==> config.mk <==
export PLATFORM = sky130hd
export DESIGN_NAME = cms_core
export DESIGN_NICKNAME = d
export VERILOG_FILES = /design/src/design/cms_sub.v /design/src/design/cms_core.v
export VERILOG_INCLUDE_DIRS = /design/src /design/src/design
export SDC_FILE = /design/constraint.sdc
export NUM_CORES = 2
export LEC_CHECK = 0
export BUFFER_PORTS_ARGS = -buffer_cell sky130_fd_sc_hd__buf_2
export CAP_MARGIN = 20
export CELL_PAD_IN_SITES_DETAIL_PLACEMENT = 2
export CELL_PAD_IN_SITES_GLOBAL_PLACEMENT = 2
export CORE_AREA = 8 8 278 481
export CTS_CLUSTER_DIAMETER = 150
export DETAILED_ROUTE_END_ITERATION = 8
export DIE_AREA = 0 0 286 489
export PLACE_DENSITY = 0.79
export SLEW_MARGIN = 10
export SYNTH_ARGS = -nofsm -noshare
export SYNTH_HDL_FRONTEND = slang
export SYNTH_SLANG_ARGS = --single-unit
==> constraint.sdc <==
create_clock -name clk_sys_i -period 16.07 [get_ports clk_sys_i]
set_input_delay 1.607 -clock clk_sys_i [delete_from_list [all_inputs] [get_ports clk_sys_i]]
set_output_delay 1.607 -clock clk_sys_i [all_outputs]
set_load 0.005 [all_outputs]
==> src/design/cms_defs.vh <==
// constants for the move and subtract datapath: register map, fields, encodings, resets
`ifndef CMS_DEFS_VH
`define CMS_DEFS_VH

// apb byte offsets, one aligned word each
`define CMS_OFF_INSTR    12'h000
`define CMS_OFF_ACCUM    12'h004
`define CMS_OFF_STATUS   12'h008
`define CMS_OFF_BANK     12'h00C
`define CMS_OFF_PCLATCH  12'h010
`define CMS_OFF_PTR0     12'h014
`define CMS_OFF_PTR1     12'h018
`define CMS_OFF_WDT      12'h01C
`define CMS_OFF_CTRL     12'h020
`define CMS_OFF_MADDR    12'h024
`define CMS_OFF_MDATA    12'h028

// register select codes from the address decoder
`define CMS_SEL_NONE     4'h0
`define CMS_SEL_INSTR    4'h1
`define CMS_SEL_ACCUM    4'h2
`define CMS_SEL_STATUS   4'h3
`define CMS_SEL_BANK     4'h4
`define CMS_SEL_PCLATCH  4'h5
`define CMS_SEL_PTR0     4'h6
`define CMS_SEL_PTR1     4'h7
`define CMS_SEL_WDT      4'h8
`define CMS_SEL_CTRL     4'h9
`define CMS_SEL_MADDR    4'hA
`define CMS_SEL_MDATA    4'hB

// instruction word fields
`define CMS_OP_HI        31
`define CMS_OP_LO        28
`define CMS_DEST_BIT     27
`define CMS_PSEL_BIT     26
`define CMS_MODE_HI      25
`define CMS_MODE_LO      24
`define CMS_LIT_HI       7
`define CMS_FADDR_HI     6
`define CMS_BANK_HI      4
`define CMS_OFFS_HI      5

// opcodes
`define CMS_OPC_NOP      4'h0
`define CMS_OPC_LVP      4'h1
`define CMS_OPC_LVP_REL  4'h2
`define CMS_OPC_LDBANK   4'h3
`define CMS_OPC_LDPAGE   4'h4
`define CMS_OPC_LDACC    4'h5
`define CMS_OPC_STACC    4'h6
`define CMS_OPC_RRC      4'h7
`define CMS_OPC_LSUBA    4'h8
`define CMS_OPC_FSUBA    4'h9
`define CMS_OPC_FSUBAB   4'hA
`define CMS_OPC_SLEEP    4'hB

// status register bit positions
`define CMS_ST_C         0
`define CMS_ST_DC        1
`define CMS_ST_Z         2
`define CMS_ST_PD        3
`define CMS_ST_TO        4

// file addresses that open the indirect windows
`define CMS_F_WIN0       7'h00
`define CMS_F_WIN1       7'h01

// control register bits
`define CMS_CTRL_SLEEP   0

// reset values
`define CMS_RST_BYTE     8'h00
`define CMS_RST_PTR      16'h0000
`define CMS_RST_BANK     5'h00
`define CMS_RST_PAGE     7'h00
`define CMS_RST_STBIT    1'b1
`define CMS_WDT_CLEAR    8'h00
`define CMS_WDT_PRE_DEF  8'h20
`define CMS_PTR_ONE      16'h0001

`endif

==> src/design/cms_sub.v <==
// two's complement subtractor with carry-in, carry, half carry and zero outputs
`timescale 1ns/1ps
module cms_sub #(
  parameter W = 8
) (
  input  wire [W-1:0] minuend_i,
  input  wire [W-1:0] subtrahend_i,
  input  wire         carry_i,
  output wire [W-1:0] diff_o,
  output wire         carry_o,
  output wire         half_carry_o,
  output wire         zero_o
);

  wire [W:0] full_sum;
  wire [4:0] nib_sum;

  // a - b - borrow computed as a + ~b + carry; carry out high means no borrow
  assign full_sum     = {1'b0, minuend_i} + {1'b0, ~subtrahend_i} + {{W{1'b0}}, carry_i};
  assign nib_sum      = {1'b0, minuend_i[3:0]} + {1'b0, ~subtrahend_i[3:0]} + {4'h0, carry_i};
  assign diff_o       = full_sum[W-1:0];
  assign carry_o      = full_sum[W];
  assign half_carry_o = nib_sum[4];
  assign zero_o       = ~|full_sum[W-1:0];

endmodule // cms_sub

==> src/design/cms_core.v <==
// move and subtract execution datapath with apb register access
//
// Implementation choices: the register addresses and the APB register port.
`timescale 1ns/1ps
`include "cms_defs.vh"
module cms_core #(
  parameter       MEM_AW  = 7,
  parameter [7:0] WDT_PRE = `CMS_WDT_PRE_DEF
) (
  input  wire        clk_sys_i,
  input  wire        reset_i,
  input  wire        psel_i,
  input  wire        penable_i,
  input  wire        pwrite_i,
  input  wire [11:0] paddr_i,
  input  wire [31:0] pwdata_i,
  output reg  [31:0] prdata_o,
  output reg         pready_o,
  output reg         pslverr_o,
  output reg         sleep_o
);

  ////////////////////////////////////////////////////////////////////////////
  // functions

  // address decode shared by the read mux and the write path
  function [3:0] dec_sel;
    input [11:0] a;
    begin
      if (a == `CMS_OFF_INSTR) dec_sel = `CMS_SEL_INSTR;
      else if (a == `CMS_OFF_ACCUM) dec_sel = `CMS_SEL_ACCUM;
      else if (a == `CMS_OFF_STATUS) dec_sel = `CMS_SEL_STATUS;
      else if (a == `CMS_OFF_BANK) dec_sel = `CMS_SEL_BANK;
      else if (a == `CMS_OFF_PCLATCH) dec_sel = `CMS_SEL_PCLATCH;
      else if (a == `CMS_OFF_PTR0) dec_sel = `CMS_SEL_PTR0;
      else if (a == `CMS_OFF_PTR1) dec_sel = `CMS_SEL_PTR1;
      else if (a == `CMS_OFF_WDT) dec_sel = `CMS_SEL_WDT;
      else if (a == `CMS_OFF_CTRL) dec_sel = `CMS_SEL_CTRL;
      else if (a == `CMS_OFF_MADDR) dec_sel = `CMS_SEL_MADDR;
      else if (a == `CMS_OFF_MDATA) dec_sel = `CMS_SEL_MDATA;
      else dec_sel = `CMS_SEL_NONE;
    end
  endfunction

  // window addresses are redirected through the matching pointer
  function [15:0] win_addr;
    input [6:0]  f;
    input [15:0] p0;
    input [15:0] p1;
    begin
      if (f == `CMS_F_WIN0) win_addr = p0;
      else if (f == `CMS_F_WIN1) win_addr = p1;
      else win_addr = {9'h000, f};
    end
  endfunction

  // step a pointer by one; 16-bit arithmetic wraps with no side effect
  function [15:0] ptr_step;
    input [15:0] p;
    input        dec;
    begin
      if (dec) ptr_step = p - `CMS_PTR_ONE;
      else ptr_step = p + `CMS_PTR_ONE;
    end
  endfunction

  ////////////////////////////////////////////////////////////////////////////
  // state

  reg [7:0]        mem [0:(1<<MEM_AW)-1];
  reg [31:0]       instr_q;
  reg [7:0]        acc_q,     acc_d;
  reg              c_q,       c_d;
  reg              dc_q,      dc_d;
  reg              z_q,       z_d;
  reg              pd_q,      pd_d;
  reg              to_q,      to_d;
  reg [4:0]        bank_q,    bank_d;
  reg [6:0]        page_q,    page_d;
  reg [15:0]       ptr0_q,    ptr0_d;
  reg [15:0]       ptr1_q,    ptr1_d;
  reg [7:0]        wdt_q;
  reg [7:0]        pre_q;
  reg              sleep_d;
  reg              wdt_clr;
  reg [MEM_AW-1:0] maddr_q,   maddr_d;
  reg              mem_we;
  reg [MEM_AW-1:0] mem_wa;
  reg [7:0]        mem_wd;
  reg [15:0]       exec_addr;
  reg [15:0]       ptr_new;
  reg [31:0]       rd_mux;

  ////////////////////////////////////////////////////////////////////////////
  // apb qualifiers and instruction fields

  wire        acc_phase = psel_i & penable_i;
  wire        wr_go     = acc_phase & pready_o & pwrite_i;
  wire [3:0]  sel       = dec_sel(paddr_i);
  wire [3:0]  opc       = pwdata_i[`CMS_OP_HI:`CMS_OP_LO];
  wire        dest      = pwdata_i[`CMS_DEST_BIT];
  wire        pick1     = pwdata_i[`CMS_PSEL_BIT];
  wire [1:0]  mode      = pwdata_i[`CMS_MODE_HI:`CMS_MODE_LO];
  wire [7:0]  lit       = pwdata_i[`CMS_LIT_HI:0];
  wire [6:0]  faddr     = pwdata_i[`CMS_FADDR_HI:0];
  wire [5:0]  offs      = pwdata_i[`CMS_OFFS_HI:0];
  wire [15:0] ptr_cur   = pick1 ? ptr1_q : ptr0_q;
  wire        exec_go   = wr_go & (sel == `CMS_SEL_INSTR) & ~sleep_o;

  // operand address: pointer based for loads, window-resolved for file operands
  always @* begin
    ptr_new   = ptr_step(ptr_cur, mode[0]);
    exec_addr = win_addr(faddr, ptr0_q, ptr1_q);
    if (opc == `CMS_OPC_LVP) begin
      exec_addr = mode[1] ? ptr_cur : ptr_new;
    end else if (opc == `CMS_OPC_LVP_REL) begin
      exec_addr = ptr_cur + {{10{offs[5]}}, offs};
    end
  end

  wire [7:0] fval = mem[exec_addr[MEM_AW-1:0]];
  wire [7:0] mval = mem[maddr_q];

  ////////////////////////////////////////////////////////////////////////////
  // subtractor shared by the three subtract forms

  wire [7:0] sub_res;
  wire       sub_c;
  wire       sub_dc;
  wire       sub_z;
  wire [7:0] sub_a   = (opc == `CMS_OPC_LSUBA) ? lit : fval;
  wire       sub_cin = (opc == `CMS_OPC_FSUBAB) ? c_q : 1'b1;

  cms_sub #(
    .W(8)
  ) u_sub (
    .minuend_i    (sub_a),
    .subtrahend_i (acc_q),
    .carry_i      (sub_cin),
    .diff_o       (sub_res),
    .carry_o      (sub_c),
    .half_carry_o (sub_dc),
    .zero_o       (sub_z)
  );

  ////////////////////////////////////////////////////////////////////////////
  // execution and direct register writes; only one apb write at a time, so
  // an instruction and a direct write never collide

  always @* begin
    acc_d   = acc_q;
    c_d     = c_q;
    dc_d    = dc_q;
    z_d     = z_q;
    pd_d    = pd_q;
    to_d    = to_q;
    bank_d  = bank_q;
    page_d  = page_q;
    ptr0_d  = ptr0_q;
    ptr1_d  = ptr1_q;
    maddr_d = maddr_q;
    sleep_d = sleep_o;
    wdt_clr = 1'b0;
    mem_we  = 1'b0;
    mem_wa  = exec_addr[MEM_AW-1:0];
    mem_wd  = acc_q;
    if (exec_go) begin
      case (opc)
        `CMS_OPC_LVP: begin
          acc_d = fval;
          z_d   = ~|fval;
          if (pick1) ptr1_d = ptr_new;
          else ptr0_d = ptr_new;
        end
        `CMS_OPC_LVP_REL: begin
          acc_d = fval;
          z_d   = ~|fval;
        end
        `CMS_OPC_LDBANK: begin
          bank_d = pwdata_i[`CMS_BANK_HI:0];
        end
        `CMS_OPC_LDPAGE: begin
          page_d = faddr;
        end
        `CMS_OPC_LDACC: begin
          acc_d = lit;
        end
        `CMS_OPC_STACC: begin
          mem_we = 1'b1;
        end
        `CMS_OPC_RRC: begin
          c_d    = fval[0];
          mem_wd = {c_q, fval[7:1]};
          if (dest) mem_we = 1'b1;
          else acc_d = {c_q, fval[7:1]};
        end
        `CMS_OPC_LSUBA: begin
          acc_d = sub_res;
          c_d   = sub_c;
          dc_d  = sub_dc;
          z_d   = sub_z;
        end
        `CMS_OPC_FSUBA, `CMS_OPC_FSUBAB: begin
          c_d    = sub_c;
          dc_d   = sub_dc;
          z_d    = sub_z;
          mem_wd = sub_res;
          if (dest) mem_we = 1'b1;
          else acc_d = sub_res;
        end
        `CMS_OPC_SLEEP: begin
          wdt_clr = 1'b1;
          sleep_d = 1'b1;
          pd_d    = 1'b0;
          to_d    = 1'b1;
        end
        default: begin
          acc_d = acc_q;
        end
      endcase
    end else if (wr_go) begin
      if (sel == `CMS_SEL_ACCUM) begin
        acc_d = pwdata_i[7:0];
      end else if (sel == `CMS_SEL_STATUS) begin
        c_d  = pwdata_i[`CMS_ST_C];
        dc_d = pwdata_i[`CMS_ST_DC];
        z_d  = pwdata_i[`CMS_ST_Z];
      end else if (sel == `CMS_SEL_BANK) begin
        bank_d = pwdata_i[`CMS_BANK_HI:0];
      end else if (sel == `CMS_SEL_PCLATCH) begin
        page_d = pwdata_i[6:0];
      end else if (sel == `CMS_SEL_PTR0) begin
        ptr0_d = pwdata_i[15:0];
      end else if (sel == `CMS_SEL_PTR1) begin
        ptr1_d = pwdata_i[15:0];
      end else if (sel == `CMS_SEL_CTRL) begin
        if (pwdata_i[`CMS_CTRL_SLEEP]) sleep_d = 1'b0; // wake request
      end else if (sel == `CMS_SEL_MADDR) begin
        maddr_d = pwdata_i[MEM_AW-1:0];
      end else if (sel == `CMS_SEL_MDATA) begin
        mem_we = 1'b1;
        mem_wa = maddr_q;
        mem_wd = pwdata_i[7:0];
      end
    end
  end

  ////////////////////////////////////////////////////////////////////////////
  // architectural registers

  always @(posedge clk_sys_i) begin
    if (reset_i) begin
      instr_q <= 32'h00000000;
      acc_q   <= `CMS_RST_BYTE;
      c_q     <= 1'b0;
      dc_q    <= 1'b0;
      z_q     <= 1'b0;
      pd_q    <= `CMS_RST_STBIT;
      to_q    <= `CMS_RST_STBIT;
      bank_q  <= `CMS_RST_BANK;
      page_q  <= `CMS_RST_PAGE;
      ptr0_q  <= `CMS_RST_PTR;
      ptr1_q  <= `CMS_RST_PTR;
      maddr_q <= {MEM_AW{1'b0}};
      sleep_o <= 1'b0;
    end else begin
      if (exec_go) instr_q <= pwdata_i;
      acc_q   <= acc_d;
      c_q     <= c_d;
      dc_q    <= dc_d;
      z_q     <= z_d;
      pd_q    <= pd_d;
      to_q    <= to_d;
      bank_q  <= bank_d;
      page_q  <= page_d;
      ptr0_q  <= ptr0_d;
      ptr1_q  <= ptr1_d;
      maddr_q <= maddr_d;
      sleep_o <= sleep_d;
    end
  end

  // data memory has no reset; software must initialise what it reads
  always @(posedge clk_sys_i) begin
    if (mem_we) mem[mem_wa] <= mem_wd;
  end

  ////////////////////////////////////////////////////////////////////////////
  // watchdog: prescaler makes a one-cycle tick, counter wraps freely

  wire pre_tick = (pre_q == WDT_PRE - 8'h01);

  always @(posedge clk_sys_i) begin
    if (reset_i || wdt_clr) begin
      pre_q <= `CMS_WDT_CLEAR;
      wdt_q <= `CMS_WDT_CLEAR;
    end else begin
      pre_q <= pre_tick ? `CMS_WDT_CLEAR : pre_q + 8'h01;
      if (pre_tick) wdt_q <= wdt_q + 8'h01;
    end
  end

  ////////////////////////////////////////////////////////////////////////////
  // apb read mux and response; one wait state keeps every output registered

  always @* begin
    rd_mux = 32'h00000000;
    if (sel == `CMS_SEL_INSTR) rd_mux = instr_q;
    else if (sel == `CMS_SEL_ACCUM) rd_mux = {24'h000000, acc_q};
    else if (sel == `CMS_SEL_STATUS) rd_mux = {27'h0000000, to_q, pd_q, z_q, dc_q, c_q};
    else if (sel == `CMS_SEL_BANK) rd_mux = {27'h0000000, bank_q};
    else if (sel == `CMS_SEL_PCLATCH) rd_mux = {25'h0000000, page_q};
    else if (sel == `CMS_SEL_PTR0) rd_mux = {16'h0000, ptr0_q};
    else if (sel == `CMS_SEL_PTR1) rd_mux = {16'h0000, ptr1_q};
    else if (sel == `CMS_SEL_WDT) rd_mux = {24'h000000, wdt_q};
    else if (sel == `CMS_SEL_CTRL) rd_mux = {31'h00000000, sleep_o};
    else if (sel == `CMS_SEL_MADDR) rd_mux = {{(32-MEM_AW){1'b0}}, maddr_q};
    else if (sel == `CMS_SEL_MDATA) rd_mux = {24'h000000, mval};
  end

  always @(posedge clk_sys_i) begin
    if (reset_i) begin
      pready_o  <= 1'b0;
      pslverr_o <= 1'b0;
      prdata_o  <= 32'h00000000;
    end else begin
      pready_o  <= acc_phase & ~pready_o;
      pslverr_o <= acc_phase & ~pready_o & (sel == `CMS_SEL_NONE);
      if (acc_phase & ~pready_o & ~pwrite_i) prdata_o <= rd_mux;
      else prdata_o <= 32'h00000000;
    end
  end

endmodule // cms_core

======== Word level (Yosys, flattened, before mapping) ========
Memories as Yosys holds them, arrays and structs flattened. A register that Yosys moved wholly into a read port is not among the register bits.
Index checks and enable logic that the tools add are counted.
storage, ports and cells
  register bits after elaboration ......... 146
  bits in writable memories ............... 1024
  input port bits ......................... 49
  word-level logic and storage cells ...... 272
  memories ................................ 1
memory list
  name  depth  bits a word  read ports  clocked after Yosys merged registers in  write ports  line           source
  mem   128    8            2           1                                        1            cms_core.v:70  reg [7:0] mem [0:(1<<MEM_AW)-1];
operators by class
  add/subtract/negate cells ............... 9
  eq/ne operators ......................... 52
  multiplexer cells ....................... 137
  bitwise gates (word level) .............. 22
  reduce and logical (&&, ||, !) cells .... 34
operators by type and width
  operator               number
  $mux 16                27
  $mux 7                 25
  $mux 8                 21
  $eq 12x5->1 const B    4
  $mux 4                 11
  $mux 1                 41
  $pmux 8 s5             1
  $eq 12x6->1 const B    3
  $eq 4x3->1 const B     8
  $eq 4x4->1 const B     8
  $mux 32                1
  $mux 5                 6
  $eq 12x4->1 const B    2
  $reduce_and 10->1      2
  $ne 2x2->1 const B     9
  $reduce_bool 2->1      9
  $add 16x1->16 const B  1
  $add 8x1->8 const B    2
  $eq 4x2->1 const B     4
  $pmux 8 s2             1
  $reduce_or 8->1        2
  $sub 16x1->16 const B  1
  $eq 12x3->1 const B    1
  $logic_not 12->1       1
  other kinds (29)       63

======== Logic depth before layout (Yosys ltp) ========
  depth after elaboration ................. 26
  mapped depth ............................ 31
  gate-level depth less buffers ........... 25

======== Modules after synthesis ========
From an unflattened synthesis, not the netlist that was laid out.
unflattened totals
  cells, all modules ...................... 4335
  area total of the unflattened synthesis .. 58103.2 um2
modules (own cells, without submodules)
  module    times used  cells an instance  area each (um2)
  cms_core  1           4288               57732.9
  cms_sub   1           47                 370.4

======== Worst setup path before layout ========
OpenSTA, ideal clock, no wires.
  path kind ............................... input to register
  from .................................... input port pwdata_i[26]
  to ...................................... memory mem[0][7], data pin
  arrival ................................. 10638 ps
  path slack .............................. 4463 ps
  stages .................................. 26
  buffers on the path ..................... 3
  cell sequence ........................... clkbuf_1 mux2_2 ha_1 a21o_1 a2111oi_0 nor3_1 o31a_1 o21ai_1 clkbuf_1 clkbuf_1 a211oi_1 a2111oi_0 o211ai_1 nand3_1 mux2i_1 fa_1 nor2b_1 o21ai_0 a21boi_0 o21a_1 nor2_1 o21bai_1 a21oi_1 xnor2_1 a211oi_1 a31oi_1
between the ends
  word-level cells in the longest chain between the ends .. 11
RTL lines
  item                                                      line            source
  start, declared                                           cms_core.v:16   input wire [31:0] pwdata_i,
  $mux 16 *                                                 cms_core.v:107  wire [15:0] ptr_cur = pick1 ? ptr1_q : ptr0_q;
  $add 16x1->16 (no line) or $sub 16x1->16 (tied branches)  --
  $mux 16                                                   cms_core.v:62   if (dec) ptr_step = p - `CMS_PTR_ONE;
  $mux 7                                                    cms_core.v:115  exec_addr = mode[1] ? ptr_cur : ptr_new;
  $mux 7 *                                                  cms_core.v:114  if (opc == `CMS_OPC_LVP) begin
  $mem_v2 128x8 *                                           --
  $mux 8 *                                                  cms_core.v:131  wire [7:0] sub_a = (opc == `CMS_OPC_LSUBA) ? lit : fval;
  $add 8x8->9 *                                             cms_sub.v:19    assign full_sum = {1'b0, minuend_i} + {1'b0, ~subtrahend_i} + {{W{1'b0}}, carry_i};
  $add 9x1->9 *                                             cms_sub.v:19
  $pmux 8 s2 *                                              cms_core.v:168  case (opc)
  $mux 8 *                                                  cms_core.v:167  if (exec_go) begin
  net mem_wd[7]                                             cms_core.v:89   reg [7:0] mem_wd;
  end, declared                                             cms_core.v:70
The timed path passes the listed nets; every way through them passes the cells marked *.

======== Worst setup path in the final report ========
  from .................................... input port pwdata_i[26]
  to ...................................... memory mem[57][7], data pin
The elaborated chain is that of the path after synthesis.

==> summary.txt <==
Status
  • Outcome: completed

Floorplan
  • X dimension of the die: 286 um
  • Die Outline Area: 0.140 sq mm
  • Row Count: 173
  • CORE AREA: 0.127 sq mm
  • Die Y: 489 um
  • Number of placed I/O pins: 84
  • Initial Utilization: 45.7%

Timing
  • Measured slew at the worst slew-check pin: 1.22 ns
  • Share of the clock period used by the worst path after layout: 69.6%
  • Setup-failing EPs final: 0
  • Max Fclk: 0.0894 GHz
  • Clock skew: 0.0542 ns
  • Minimum hold slack: 0.454 ns
  • Number of pins exceeding their max-slew limit in the final report: 0
  • Final hold violation count: 0
  • Total negative slack for setup checks: 0 ns
  • Setup repair after global routing missed its margin: no
  • Relative slew slack: 16.2%
  • Minimum clock period after layout: 11.18 ns

Yosys
  • Number of nets produced by synthesis: 4,476
  • Cell area after synthesis: 0.0580 sq mm
  • Synth Warn #: 0
  • Post-synthesis cell count: 4,394
  • Synth unique cells: 79
  • EDFF count, synth: 1,024
  • Flip-flop and latch count after synthesis: 1,177
  • Ys flop type: edfxtp_1
  • Seq/Total Area, Yosys: 58.3%
  • Avg Inst Size Synth: 13.2 sq um
  • Asr flop ratio synth: 0%

Hold path
  • Endpoint with the worst hold slack: instr_q[29]
  • Beginning of the worst hold path: instr_q[29]
  • HP Class: reg2reg
  • Cell count of the worst hold path: 2

Worst setup path
  • Type of destination of the critical path: register
  • R2R Setup Slk: 5.90 ns
  • Critical-path maximum fanout: 84
  • CP Launch Type: input pin
  • Worst setup startpoint: pwdata_i[26]
  • Data required time at the worst endpoint: 16.52 ns
  • Source of the worst register-to-register timing path: ptr0_q[0]
  • Arrival time at the worst endpoint: 11.63 ns
  • Worst R2R End: mem[57][7]
  • Type of the worst setup path: in2reg
  • Cell count of the worst reg-to-reg path: 27

Place
  • HPWL after detailed placement: 181,000 um
  • Final Wtd Congestion: 1.02
  • Number of buffers inserted by port buffering: 83

Drt
  • Detailed-routing iteration count for the pre-antenna-repair pass: 8
  • DRC marker count from the first detailed-route iteration: 5,693
  • Total number of vias: 45,500
  • Post-detailed-route DRC marker count: 0
  • Wire length per cell: 44.0 um
  • Routed Antenna Nets: 0
  • Vias per Instance: 7.31
  • Post-Route WL: 274,000 um

CTS
  • Clk pin slew, worst setup/hold paths: 0.07 ns
  • H-Tree Level Count: 3
  • Skew-Pair Late Insertion Delay: 0.82 ns
  • Hold buffer count at cts: 0
  • Clock root buffer: clkbuf_16
  • Clock tree from TritonCTS: built
  • Max clock buf depth: 3
  • Inserted Clock Buffers: 109
  • Buffers inserted by post-CTS timing repair: 0
  • Count of cells resized by post-cts repair: 0
  • Clk sinks: 1,177

Flow run
  • Number of violations of the max-capacitance limit: 0

Power
  • Pwr per Cell Area: 103 mW/mm^2
  • Leakage: 21.8 nW
  • Design Power: 6.68 mW
  • Maximum VDD drop: 86.6 uV

Global routing
  • Pin count of the biggest net entering global routing: 143
  • Number of antenna violations at the first check in global routing: 26
  • Vias in the first global route: 48,100
  • First-pass GRT wire length: 382,000 um
  • Total global routing overflow: 0
  • Gr usage total: 38.6%

Cells and area
  • Net count of the finished layout: 4,532
  • Layout-stage area growth over the synthesis result: 11.6%
  • Proportion of layout cells with a drive suffix above 1: 19.9%
Yosys cell counts, types with 49 or more instances:
| cell type | instances | area, sq um |
|---|---|---|
| buf_1 | 64 | 240 |
| clkbuf_1 | 171 | 642 |
| o21ai_0 | 63 | 315 |
| buf_2 | 77 | 385 |
| nor3_1 | 90 | 450 |
| edfxtp_1 | 1024 | 30700 |
| mux2i_1 | 173 | 1730 |
| a211oi_1 | 95 | 713 |
| a22oi_1 | 61 | 458 |
| mux4_2 | 355 | 8000 |
| nand2_1 | 650 | 2440 |
| dfxtp_1 | 153 | 3060 |
| a21oi_1 | 230 | 1150 |
| nand3_1 | 201 | 1010 |
| nor2_1 | 311 | 1170 |
| and3_1 | 49 | 307 |
report_power, final:
| group | total (mW) | internal [mW] | switching, mW |
|---|---|---|---|
| registers | 3.27 | 3.27 | 0.000769 |
| clock network | 2.81 | 1.52 | 1.29 |
| logic | 0.607 | 0.146 | 0.460 |
worst max-delay path: stages:
cell	delay (ns)
buf_2	0.44
mux2_2	0.48
ha_1	0.24
fa_1	0.45
mux2i_1	0.83
a21o_1	0.21
buf_4	0.47
nand2_4	0.55
buf_4	0.52
mux2_2	0.37
o22ai_1	0.27
nor3_1	0.17
o2bb2ai_1	0.53
a2bb2o_1	0.42
mux2_2	0.30
ha_1	0.27
nor2b_1	0.14
o21ai_0	0.28
a21boi_0	0.20
o21a_1	0.20
nor2_1	0.18
o21bai_1	0.10
a21oi_1	0.23
xnor2_1	0.21
a211oi_1	0.16
a31oi_4	0.19
buf_4	0.52
buf_4	0.83
logic make-up (layout without fill, tap and decap cells):
kind of cell | after synthesis | count (layout) | share of synthesized area, %
flip-flops | 1177 | 1177 | 58.3
AND/OR/NAND/NOR | 1467 | 1467 | 11.2
other | 0 | 17 | 0
buffers and inverters | 364 | 511 | 2.75
adder cells (fa/ha/maj) | 33 | 33 | 0.764
AO/OA/AOI/OAI | 759 | 759 | 8.98
XOR/XNOR | 34 | 34 | 0.514
multiplexers | 560 | 560 | 17.4
worst max-delay path by stage:
stage	to	slack, ns	cells after the start
CTS	mem[53][7]	5.34	28
global route	mem[57][7]	4.85	27
detailed placement	mem[52][7]	4.56	28
finish	mem[57][7]	4.89	28
global placement	mem[52][7]	5.01	28
floorplan	mem[0][7]	4.46	26
final cells by class:
class | count | area [sq um]
multi-input cells | 2853 | 22900
clock inverters | 73 | 898
diodes | 17 | 42.5
repair buffers | 287 | 2120
fillers | 12000 | 62100
flip-flops and latches | 1177 | 33800
inverters | 22 | 82.6
clock buffers | 129 | 2800
well taps | 1662 | 2080
flip-flops by register name, summed over array words and instances (netlist names), named ones only:
name and cells:
pd_q 1, mem 1024, pre_q 8, prdata_o 32, ptr1_q 16, z_q 1, sleep_o 1, c_q 1
ptr0_q 16, wdt_q 8, dc_q 1, acc_q 8, instr_q 32, bank_q 5, pslverr_o 1, pready_o 1
maddr_q 7, page_q 7
through the flow:
| stage | std cells | utilization, % | area, sq um | worst slack (ns) |
|---|---|---|---|---|
| 6_report | 6220 | 51.0 | 64700 | 4.89 |
| 5_1_grt | 6205 | 51.0 | 64700 | 4.85 |
| 4_1_cts | 6175 | 50.7 | 64400 | 5.34 |
| 3_5_place_dp | 5973 | 47.8 | 60700 | 4.56 |
| 3_3_place_gp | 5962 | 47.7 | 60600 | 5.01 |
| 2_1_floorplan | 4394 | - | 58000 | 4.46 |
metal layers:
metal,part of all wire [%],GRT usage (%),wire (um)
met3,9.8,10.6,26700
met1,31,40.1,84100
met2,48,63.7,132000
met5,0.016,0,43
met4,11,34.5,30300
layout by cell type (no fill, tap or decap), types with 31 or more instances in the layout:
cell type | synthesis | layout
a211oi_1 | 95 | 94
nand2_1 | 650 | 649
a21o_1 | 31 | 31
a21oi_1 | 230 | 228
nor2_1 | 311 | 299
o21ai_0 | 63 | 63
edfxtp_1 | 1024 | 1024
dfxtp_1 | 153 | 149
nor4_1 | 35 | 34
mux2_2 | 32 | 32
buf_4 | 25 | 177
nor3_1 | 90 | 84
buf_2 | 77 | 84
a22oi_1 | 61 | 59
and3_1 | 49 | 49
mux2i_1 | 173 | 173
nand3_1 | 201 | 201
mux4_2 | 355 | 355
a32oi_1 | 35 | 34
clkbuf_16 | 0 | 109
Note: power is estimated with default switching activity, not from simulation.
